===== config.mk =====
export PLATFORM = sky130hd
export DESIGN_NAME = dcs_top
export DESIGN_NICKNAME = d
export VERILOG_FILES = /design/src/dcs_pkg.sv /design/src/dcs_cmd_if.sv /design/src/dcs_status.sv /design/src/dcs_top.sv
export SDC_FILE = /design/constraint.sdc
export NUM_CORES = 1
export LEC_CHECK = 0
export BUFFER_PORTS_ARGS = -buffer_cell sky130_fd_sc_hd__buf_2
export CORE_MARGIN = 2
export CORE_UTILIZATION = 35
export CTS_BUF_LIST = sky130_fd_sc_hd__clkbuf_4
export CTS_CLUSTER_SIZE = 40
export DETAILED_ROUTE_END_ITERATION = 7
export PLACE_DENSITY_LB_ADDON = 0.25
export REMOVE_ABC_BUFFERS = 1
export SETUP_SLACK_MARGIN = 0.3
export SLEW_MARGIN = 20
export SYNTH_ARGS = -nofsm -noshare
export SYNTH_HDL_FRONTEND = slang
export SYNTH_SLANG_ARGS = --single-unit

===== constraint.sdc =====
create_clock -name clk_i -period 2.04 [get_ports clk_i]
set_input_delay 0.102 -clock clk_i [delete_from_list [all_inputs] [get_ports clk_i]]
set_output_delay 0.102 -clock clk_i [all_outputs]
set_load 0.1 [all_outputs]

===== src/dcs_pkg.sv =====
// package: constants and types for the drive control/status word block
package dcs_pkg;
	localparam int WORD_W = 16;
	// control word fields
	localparam int CB_MAN_UP    = 0;
	localparam int CB_MAN_DN    = 1;
	localparam int CB_XFER      = 2;
	localparam int CB_JOG_MAN   = 3;
	localparam int CB_RELEASE   = 4;
	localparam int CB_NOLOOP    = 6;
	localparam int CB_REFLOOP   = 7;
	localparam int CB_JOG_UP    = 8;
	localparam int CB_JOG_DN    = 9;
	localparam int CB_READJ     = 10;
	localparam int CB_DRAGCORR  = 12;
	localparam logic [15:0] CTRL_RESERVED_MASK = 16'hE820;
	localparam logic [15:0] CTRL_RESET = 16'h0000;
	// status word fields
	localparam int SB_TARGET   = 0;
	localparam int SB_DRAG     = 1;
	localparam int SB_MPOWER   = 4;
	localparam int SB_ABORT    = 5;
	localparam int SB_RUNNING  = 6;
	localparam int SB_OVERTEMP = 7;
	localparam int SB_OPPDIR   = 8;
	localparam int SB_MEMERR   = 9;
	localparam int SB_BLOCK    = 10;
	localparam int SB_DISPL    = 11;
	localparam int SB_BADTGT   = 12;
	localparam int SB_PWRMISS  = 13;
	localparam int SB_LIM_POS  = 14;
	localparam int SB_LIM_NEG  = 15;
	localparam logic [15:0] STAT_RESERVED_MASK = 16'h000C;
	localparam logic [15:0] STAT_RESET = 16'h0000;
	localparam logic [7:0] TEMP_HYST_C = 8'h05;
	// jog hold before switching to continuous manual motion
	localparam int JOG_HOLD_NS = 500000;
	localparam int CLK_PERIOD_NS = 10;
	localparam int JOG_HOLD_CYC = (JOG_HOLD_NS + CLK_PERIOD_NS - 1) / CLK_PERIOD_NS;
	localparam int JOG_CNT_W = 16;

	typedef enum logic [2:0] {
		DCS_IDLE   = 3'b000,
		DCS_POS    = 3'b001,
		DCS_MAN    = 3'b011,
		DCS_JOG    = 3'b010,
		DCS_REF1   = 3'b110,
		DCS_REF2   = 3'b111
	} dcs_mode_t;

	function automatic logic [15:0] dcs_clean_ctrl(input logic [15:0] w);
		return w & ~CTRL_RESERVED_MASK;
	endfunction : dcs_clean_ctrl
endpackage : dcs_pkg


===== src/dcs_cmd_if.sv =====
// interface: decoded run commands from control word to status logic
`timescale 1ns/10ps
`default_nettype none
interface dcs_cmd_if;
	logic pos_start;
	logic man_start;
	logic jog_start;
	logic ref_start;
	logic any_start;
	logic abort_release;
	logic man_active;
	logic jog_continuous;
	logic noloop;
	modport ctl (output pos_start, man_start, jog_start, ref_start, any_start, abort_release,
		man_active, jog_continuous, noloop);
	modport sts (input pos_start, man_start, jog_start, ref_start, any_start, abort_release,
		man_active, jog_continuous, noloop);
endinterface : dcs_cmd_if
`default_nettype wire


===== src/dcs_status.sv =====
// status word flag set/clear logic
`timescale 1ns/10ps
`default_nettype none
module dcs_status (
	input  wire logic        clk_i,
	input  wire logic        resetn_i,
	dcs_cmd_if.sts           cmd,
	input  wire logic        target_reached_i,
	input  wire logic        target_far_i,
	input  wire logic        target_invalid_i,
	input  wire logic        target_valid_i,
	input  wire logic        standstill_turned_i,
	input  wire logic        displaced_window_i,
	input  wire logic        speed_short_i,
	input  wire logic        vmot_above_i,
	input  wire logic        rotating_i,
	input  wire logic [7:0]  temp_i,
	input  wire logic [7:0]  temp_limit_i,
	input  wire logic        against_loop_i,
	input  wire logic        fault_i,
	input  wire logic        ref_done_ok_i,
	input  wire logic        overload_abort_i,
	input  wire logic        vmot_drop_i,
	input  wire logic        overcurrent_i,
	input  wire logic        lim_pos_event_i,
	input  wire logic        lim_neg_event_i,
	input  wire logic        pos_abort_i,
	output logic [15:0]      status_o
);
	import dcs_pkg::*;

	typedef struct packed {
		logic [15:0] st;
	} dcs_sts_state_t;

	dcs_sts_state_t r, next_r;
	logic run_start;
	logic [8:0] temp_low;

	assign run_start = cmd.any_start;
	assign temp_low = {1'b0, temp_limit_i} - {1'b0, TEMP_HYST_C};

	always_comb begin
		next_r = r;
		// clear first, then set: a set event in the clearing cycle survives
		if (target_far_i || cmd.man_start || target_invalid_i || standstill_turned_i)
			next_r.st[SB_TARGET] = 1'b0;
		if (target_reached_i)
			next_r.st[SB_TARGET] = 1'b1;
		if (run_start)
			next_r.st[SB_DRAG] = 1'b0;
		if (speed_short_i)
			next_r.st[SB_DRAG] = 1'b1;
		next_r.st[SB_MPOWER] = vmot_above_i;
		if (run_start)
			next_r.st[SB_ABORT] = 1'b0;
		if (pos_abort_i || cmd.abort_release)
			next_r.st[SB_ABORT] = 1'b1;
		next_r.st[SB_RUNNING] = rotating_i;
		if (!temp_low[8] && ({1'b0, temp_i} <= temp_low))
			next_r.st[SB_OVERTEMP] = 1'b0;
		if (temp_i > temp_limit_i)
			next_r.st[SB_OVERTEMP] = 1'b1;
		if ((target_reached_i && !against_loop_i) || ref_done_ok_i)
			next_r.st[SB_OPPDIR] = 1'b0;
		if (against_loop_i && rotating_i)
			next_r.st[SB_OPPDIR] = 1'b1;
		if (ref_done_ok_i)
			next_r.st[SB_MEMERR] = 1'b0;
		if (fault_i)
			next_r.st[SB_MEMERR] = 1'b1;
		if (cmd.pos_start || ref_done_ok_i)
			next_r.st[SB_BLOCK] = 1'b0;
		if (overload_abort_i)
			next_r.st[SB_BLOCK] = 1'b1;
		if (cmd.pos_start || ref_done_ok_i)
			next_r.st[SB_DISPL] = 1'b0;
		if (displaced_window_i && !rotating_i)
			next_r.st[SB_DISPL] = 1'b1;
		if (target_valid_i)
			next_r.st[SB_BADTGT] = 1'b0;
		if (target_invalid_i)
			next_r.st[SB_BADTGT] = 1'b1;
		if ((cmd.pos_start || cmd.ref_start) && vmot_above_i)
			next_r.st[SB_PWRMISS] = 1'b0;
		if (((cmd.pos_start || cmd.ref_start) && !vmot_above_i) || vmot_drop_i
			|| overcurrent_i)
			next_r.st[SB_PWRMISS] = 1'b1;
		if (run_start) begin
			next_r.st[SB_LIM_POS] = 1'b0;
			next_r.st[SB_LIM_NEG] = 1'b0;
		end
		if (lim_pos_event_i)
			next_r.st[SB_LIM_POS] = 1'b1;
		if (lim_neg_event_i)
			next_r.st[SB_LIM_NEG] = 1'b1;
		next_r.st = next_r.st & ~STAT_RESERVED_MASK;
	end

	always_ff @(posedge clk_i or negedge resetn_i) begin
		if (!resetn_i)
			r <= '{st: STAT_RESET};
		else
			r <= next_r;
	end

	assign status_o = r.st;
endmodule : dcs_status
`default_nettype wire


===== src/dcs_top.sv =====
// top: control word register, run command decode and status word
`timescale 1ns/10ps
`default_nettype none
// =====================================================================
// Summary of operation
// - target-reached bit sets on arrival, clears on far/invalid target, manual run, turning.
// - drag flag sets when speed short after acceleration; any run command clears.
// - motor-power flag follows supply above the motor voltage limit.
// - run-aborted flag sets when release withdrawn mid positioning; next run clears.
// - running flag follows output rotation.
// - over-temperature sets above limit, clears five degrees below limit.
// - opposite-direction flag sets against loop; clears on loop-direction arrival or reference.
// - memory/encoder fault flag blocks runs started from idle except reference loop; loop completion clears.
// - blocking flag sets on overload abort; new positioning or reference clears.
// - displacement flag sets on external turn at standstill; positioning or reference clears.
// - invalid-target flag sets on out-of-range target; valid target clears.
// - power-was-missing flag sets on low voltage or overcurrent; good start clears.
// - range-limit flags set on manual limit, limit change, external push; run clears.
// - control bits 0/1 manual motion, bits 8/9 jog with release clear.
// - cyclic target starts positioning only with transfer bit set.
// - jog gives single steps; with jog-to-manual bit a long hold goes continuous.
// - positioning/manual need release, jog needs it clear; withdrawing aborts run.
// - loop-free bit at positioning start approaches target directly.
// - reference bit runs 5/8 turn against loop, then 5/8 in loop direction.
// - readjust corrects against-loop displacement only; with loop-free, both directions.
// - drag correction trims speed only in positioning acceleration and cruise.
module dcs_top (
	input  wire logic        clk_i,
	input  wire logic        resetn_i,
	// control word access
	input  wire logic        ctrl_we_i,
	input  wire logic [15:0] ctrl_wdata_i,
	output logic [15:0]      ctrl_rdata_o,
	output logic [15:0]      status_o,
	// target handling
	input  wire logic        target_io_i,
	input  wire logic        target_explicit_i,
	input  wire logic        target_in_range_i,
	input  wire logic        target_far_i,
	// motion feedback
	input  wire logic        target_reached_i,
	input  wire logic        standstill_turned_i,
	input  wire logic        displaced_window_i,
	input  wire logic        displaced_against_i,
	input  wire logic        speed_short_i,
	input  wire logic        accel_phase_i,
	input  wire logic        cruise_phase_i,
	input  wire logic        rotating_i,
	input  wire logic        against_loop_i,
	input  wire logic        ref_seg_done_i,
	input  wire logic        ref_fault_i,
	// monitors
	input  wire logic        vmot_above_i,
	input  wire logic [7:0]  temp_i,
	input  wire logic [7:0]  temp_limit_i,
	input  wire logic        fault_i,
	input  wire logic        overload_abort_i,
	input  wire logic        vmot_drop_i,
	input  wire logic        overcurrent_i,
	input  wire logic        lim_pos_event_i,
	input  wire logic        lim_neg_event_i,
	// motion commands
	output logic [2:0]       mode_o,
	output logic             dir_up_o,
	output logic             jog_step_o,
	output logic             loop_free_o,
	output logic             ref_against_o,
	output logic             readjust_o,
	output logic             drag_trim_o
);
	import dcs_pkg::*;

	typedef struct packed {
		logic [15:0]          ctrl;
		dcs_mode_t            mode;
		logic                 dir_up;
		logic                 jog_step;
		logic                 loop_free;
		logic                 readjust;
		logic                 drag_trim;
		logic [JOG_CNT_W-1:0] jog_cnt;
		logic                 jog_cont;
		logic                 pos_abort;
		logic                 ref_ok;
	} dcs_top_state_t;

	dcs_top_state_t r, next_r;
	dcs_cmd_if cmd ();

	logic [15:0] wc;
	logic        rel;
	logic        man_req;
	logic        jog_req;
	logic        new_target;
	logic        memerr;
	logic        tgt_invalid;

	assign wc      = dcs_clean_ctrl(ctrl_wdata_i);
	assign rel     = r.ctrl[CB_RELEASE];
	assign memerr  = status_o[SB_MEMERR];
	// reserved bits are masked so a misbehaving master cannot steer the block
	assign man_req = rel && (r.ctrl[CB_MAN_UP] ^ r.ctrl[CB_MAN_DN]);
	assign jog_req = !rel && (r.ctrl[CB_JOG_UP] ^ r.ctrl[CB_JOG_DN]);
	// cyclic targets need the transfer bit, explicit ones do not
	assign new_target = (target_io_i && r.ctrl[CB_XFER]) || target_explicit_i;
	assign tgt_invalid = new_target && !target_in_range_i;

	always_comb begin
		next_r = r;
		cmd.pos_start = 1'b0;
		cmd.man_start = 1'b0;
		cmd.jog_start = 1'b0;
		cmd.ref_start = 1'b0;
		cmd.abort_release = 1'b0;
		next_r.jog_step = 1'b0;
		next_r.pos_abort = 1'b0;
		next_r.ref_ok = 1'b0;
		if (ctrl_we_i)
			next_r.ctrl = wc;
		case (r.mode)
			DCS_IDLE: begin
				if (r.ctrl[CB_REFLOOP] && rel) begin
					cmd.ref_start = 1'b1;
					next_r.mode = DCS_REF1;
				end else if (!memerr && new_target && target_in_range_i && rel) begin
					cmd.pos_start = 1'b1;
					next_r.mode = DCS_POS;
					next_r.loop_free = r.ctrl[CB_NOLOOP];
				end else if (!memerr && man_req) begin
					cmd.man_start = 1'b1;
					next_r.mode = DCS_MAN;
					next_r.dir_up = r.ctrl[CB_MAN_UP];
				end else if (!memerr && jog_req) begin
					cmd.jog_start = 1'b1;
					next_r.mode = DCS_JOG;
					next_r.dir_up = r.ctrl[CB_JOG_UP];
					next_r.jog_step = 1'b1;
					next_r.jog_cnt = '0;
					next_r.jog_cont = 1'b0;
				end
			end
			DCS_POS: begin
				if (!rel) begin
					next_r.pos_abort = 1'b1;
					next_r.mode = DCS_IDLE;
				end else if (man_req) begin
					cmd.man_start = 1'b1;
					next_r.mode = DCS_MAN;
					next_r.dir_up = r.ctrl[CB_MAN_UP];
				end else if (target_reached_i || overload_abort_i) begin
					next_r.mode = DCS_IDLE;
				end else if (new_target && target_in_range_i) begin
					cmd.pos_start = 1'b1;
				end
			end
			DCS_MAN: begin
				if (!man_req) begin
					cmd.abort_release = !rel;
					next_r.mode = DCS_IDLE;
				end else if (new_target && target_in_range_i) begin
					cmd.pos_start = 1'b1;
					next_r.mode = DCS_POS;
					next_r.loop_free = r.ctrl[CB_NOLOOP];
				end
			end
			DCS_JOG: begin
				if (!jog_req) begin
					next_r.mode = DCS_IDLE;
				end else if (r.ctrl[CB_JOG_MAN] && !r.jog_cont) begin
					if (r.jog_cnt == JOG_CNT_W'(JOG_HOLD_CYC - 1))
						next_r.jog_cont = 1'b1;
					else
						next_r.jog_cnt = r.jog_cnt + 1'b1;
				end
			end
			DCS_REF1: begin
				if (!rel || ref_fault_i)
					next_r.mode = DCS_IDLE;
				else if (ref_seg_done_i)
					next_r.mode = DCS_REF2;
			end
			DCS_REF2: begin
				if (!rel || ref_fault_i) begin
					next_r.mode = DCS_IDLE;
				end else if (ref_seg_done_i) begin
					next_r.ref_ok = 1'b1;
					next_r.mode = DCS_IDLE;
				end
			end
			default: next_r.mode = DCS_IDLE;
		endcase
		// correction only in positioning acceleration or cruise
		next_r.drag_trim = r.ctrl[CB_DRAGCORR] && (next_r.mode == DCS_POS)
			&& (accel_phase_i || cruise_phase_i);
		next_r.readjust = rel && r.ctrl[CB_READJ] && (next_r.mode == DCS_IDLE)
			&& (displaced_against_i || (r.ctrl[CB_NOLOOP] && displaced_window_i));
		cmd.any_start = cmd.pos_start || cmd.man_start || cmd.jog_start || cmd.ref_start;
	end

	assign cmd.man_active = (r.mode == DCS_MAN);
	assign cmd.jog_continuous = r.jog_cont;
	assign cmd.noloop = r.loop_free;

	always_ff @(posedge clk_i or negedge resetn_i) begin
		if (!resetn_i)
			r <= '{ctrl: CTRL_RESET, mode: DCS_IDLE, jog_cnt: '0, default: 1'b0};
		else
			r <= next_r;
	end

	dcs_status u_status (
		.clk_i              (clk_i),
		.resetn_i           (resetn_i),
		.cmd                (cmd),
		.target_reached_i   (target_reached_i),
		.target_far_i       (target_far_i && new_target),
		.target_invalid_i   (tgt_invalid),
		.target_valid_i     (new_target && target_in_range_i),
		.standstill_turned_i(standstill_turned_i),
		.displaced_window_i (displaced_window_i),
		.speed_short_i      (speed_short_i),
		.vmot_above_i       (vmot_above_i),
		.rotating_i         (rotating_i),
		.temp_i             (temp_i),
		.temp_limit_i       (temp_limit_i),
		.against_loop_i     (against_loop_i),
		.fault_i            (fault_i),
		.ref_done_ok_i      (r.ref_ok),
		.overload_abort_i   (overload_abort_i),
		.vmot_drop_i        (vmot_drop_i),
		.overcurrent_i      (overcurrent_i),
		.lim_pos_event_i    (lim_pos_event_i),
		.lim_neg_event_i    (lim_neg_event_i),
		.pos_abort_i        (r.pos_abort),
		.status_o           (status_o)
	);

	assign ctrl_rdata_o  = r.ctrl;
	assign mode_o        = r.mode;
	assign dir_up_o      = r.dir_up;
	assign jog_step_o    = r.jog_step;
	assign loop_free_o   = r.loop_free;
	assign ref_against_o = (r.mode == DCS_REF1);
	assign readjust_o    = r.readjust;
	assign drag_trim_o   = r.drag_trim;
endmodule : dcs_top
`default_nettype wire


==> results.toml <==
[status]
status = "finished, final reports clean"

[layout]
final_common_cell = "buf_2"
multi_input_area_mm2 = 0.001274
register_area_um2 = 879.6
final_cell_mix = "85 x buf_2, 32 x dfrtp_1, 23 x dlygate4sd3_1"
final_layout_size_suffix_gt1_frac = 0.4152
fillers = 540
layout.nets = 415
antenna-diode-count = 0
syn2layout_area_growth_pct = 48.71
stdcell_count = 417

[synthesis]
yosys.area.top_type = "dfrtp_1"
ys_seq_area_frac = 0.4118
async_flop_share = 1.000
syn_inst = 213
ys_ff_latch = 35
yosys.cell_types.count = 51
synth_ff_type = "dfrtp_1"
syn_avg_cell_area_um2 = 9.986
synth_edf_count = 0
synth_top_area_frac = 0.4118
yosys_warnings = 0
ys_top_cells_by_area = "dfrtp_1 41%, ha_1 10%, mux2_2 5.8%"
syn-cell-area_mm2 = 0.002127

[pwr]
leakage_uw = 0.001511
peakVddDrop_uv = 536.6
total_power_uw = 2386
powerDensity_mw_per_mm2 = 754.2

[sta]
fmax_ghz = 0.5604
fin_skew_ns = 0.006368
fin_crit_ns = 1.784
post-route-worst-setup-slack_ns = 0.2556
fin_setup_tns_ns = 0
hold_viol = 0
setup_viol = 0
rsz0062_at_grt = "yes"
max-slew-margin-rel = 0.4890
min_period_over_period = 0.8747
timing.hold.ws_ns = 0.009336
drv_slew = 0
tightest_slew_ns = 0.7665

[worst_hold_path]
hold_class = "in -> reg"

[die]
start_util = 0.3614
die_h_um = 81.96
dieWidth_um = 81.96
core_mm2 = 0.005886
rows = 28
io_pins = 98
dieArea_mm2 = 0.006717

[placement]
place_inst = 379
gp_congestion = 0.8786
io_buffers = 85
dp_hpwl_um = 4211
place_ws_ns = -0.1515

[critical_path]
worstPathCellList = "xnor2_2 -> nor3_2 -> o21a_2 -> or3_1 -> a211o_1"
end_kind = "flip-flop"
crit_type = "reg -> reg"
crit_required_ns = 2.29
crit_slowest_cell = "dfrtp_2"
r2r_slack_ns = 0.26
path_buf_inv = 0
path_delay_family = "compound AO/OA/AOI/OAI gates"
critPathLaunchType = "flip-flop"
slowest_delay_ns = 0.50
crit_fanout = 4
worstPathArrival_ns = 2.03

[grt]
antenna_found_initial = 0
grt_pass1_wl_um = 8907
grt_max_degree = 36
grt_pass1_vias = 1919
grt_usage = 0.1742
grt.overflow.total = 0

[clock_network]
clock-sinks = 35
clock_latency_ns = 0.35
htree_levels = 2
cts_tree = "done"
root_buffer = "clkbuf_4"
cts_made_buffers = 5
clock_path_buffers = 2
clk_pin_slew_ns = 0.11

[route]
viasPerCell = 4.904
drc = 0
first_pass_iters = 4
vias = 2045
drt_wl_total_um = 5772
wl_per_cell_um = 13.84
postRouteAntennaNets = 0
drt_iter0_drc = 43

[run]
maxCapViolations = 0
## path summary, 6_finish.rpt
check                                              to  depth (start not counted)              from
worst max-delay path            u_status.status_o[13]                          5   ctrl_rdata_o[1]
worst min-delay path             u_status.status_o[0]                          2  target_reached_i
worst max register to register  u_status.status_o[13]                          5   ctrl_rdata_o[1]
worst min register to register   u_status.status_o[5]                          1              r[1]
max in group asynchronous             ctrl_rdata_o[4]                          2          resetn_i
min in group asynchronous        u_status.status_o[4]                          2          resetn_i
## layer usage
layer | GRT usage | part of all wire | wire length (µm) | up-vias
li1 | - | - | - | 1014
met5 | 0 | 0 | 0 | -
met1 | 0.2183 | 0.44 | 2524 | 946
met2 | 0.2854 | 0.48 | 2752 | 75
met3 | 0.06264 | 0.073 | 424 | 10
met4 | 0.04333 | 0.012 | 71 | 0
## cells in the mapped netlist, drive strengths merged, types with 6 or more instances
cell type  count
a21oi         12
nand2         14
nand4          6
ha            17
nor2          10
mux2          11
dfrtp         35
a21o           9
buf            9
o21ai         10
inv           14
xnor2          7
## state kept, by name, summed over array words and instances, names as in the netlist
| name | flops |
|---|---|
| readjust_o | 1 |
| r | 2 |
| dir_up_o | 1 |
| u_status.status_o | 14 |
| jog_step_o | 1 |
| loop_free_o | 1 |
| mode_o | 3 |
| ctrl_rdata_o | 11 |
| drag_trim_o | 1 |
## through the flow
step,util,cell area (µm²)
finish,0.5374,3163
global route,0.5374,3163
CTS,0.5174,3045
detailed placement,0.4551,2679
global placement,0.4551,2679
floorplan,-,2085
## cell families after synthesis
logic type,Yosys count,share of synthesized area
AND/OR/NAND/NOR,66,0.1741
AO/OA/AOI/OAI,50,0.1582
flip-flops,35,0.4118
buffers and inverters,24,0.05529
adder cells (fa/ha/maj),17,0.1000
multiplexers,11,0.05824
XOR/XNOR,9,0.04059
other,1,0.001763
## cell type report
type | count | area share
sequential | 35 | 0.2781
tap | 75 | 0.02967
timing repair buffer | 125 | 0.2488
inverter | 14 | 0.01661
multi-input combinational | 160 | 0.4027
clock buffer | 5 | 0.01187
clock inverter | 3 | 0.01226
## where the power goes
| part | internal, µW | total, µW | leakage [µW] | switching [µW] |
|---|---|---|---|---|
| clock | 252 | 501 | 0.0000426 | 249 |
| combinational | 312 | 1080 | 0.00106 | 769 |
| sequential | 752 | 804 | 0.000406 | 52.1 |
| total | 1320 | 2390 | 0.00151 | 1070 |
## repair_timing
action / 4_1_cts / 5_1_grt
resized for setup: 10 / 15
endpoints found under the setup margin: 5 / 6
hold buffers: 23 / 0
hold endpoints to repair: 56 / 0
setup buffers: 3 / 4
pin swaps: 4 / 15
Power figures use the tool's default switching activity.
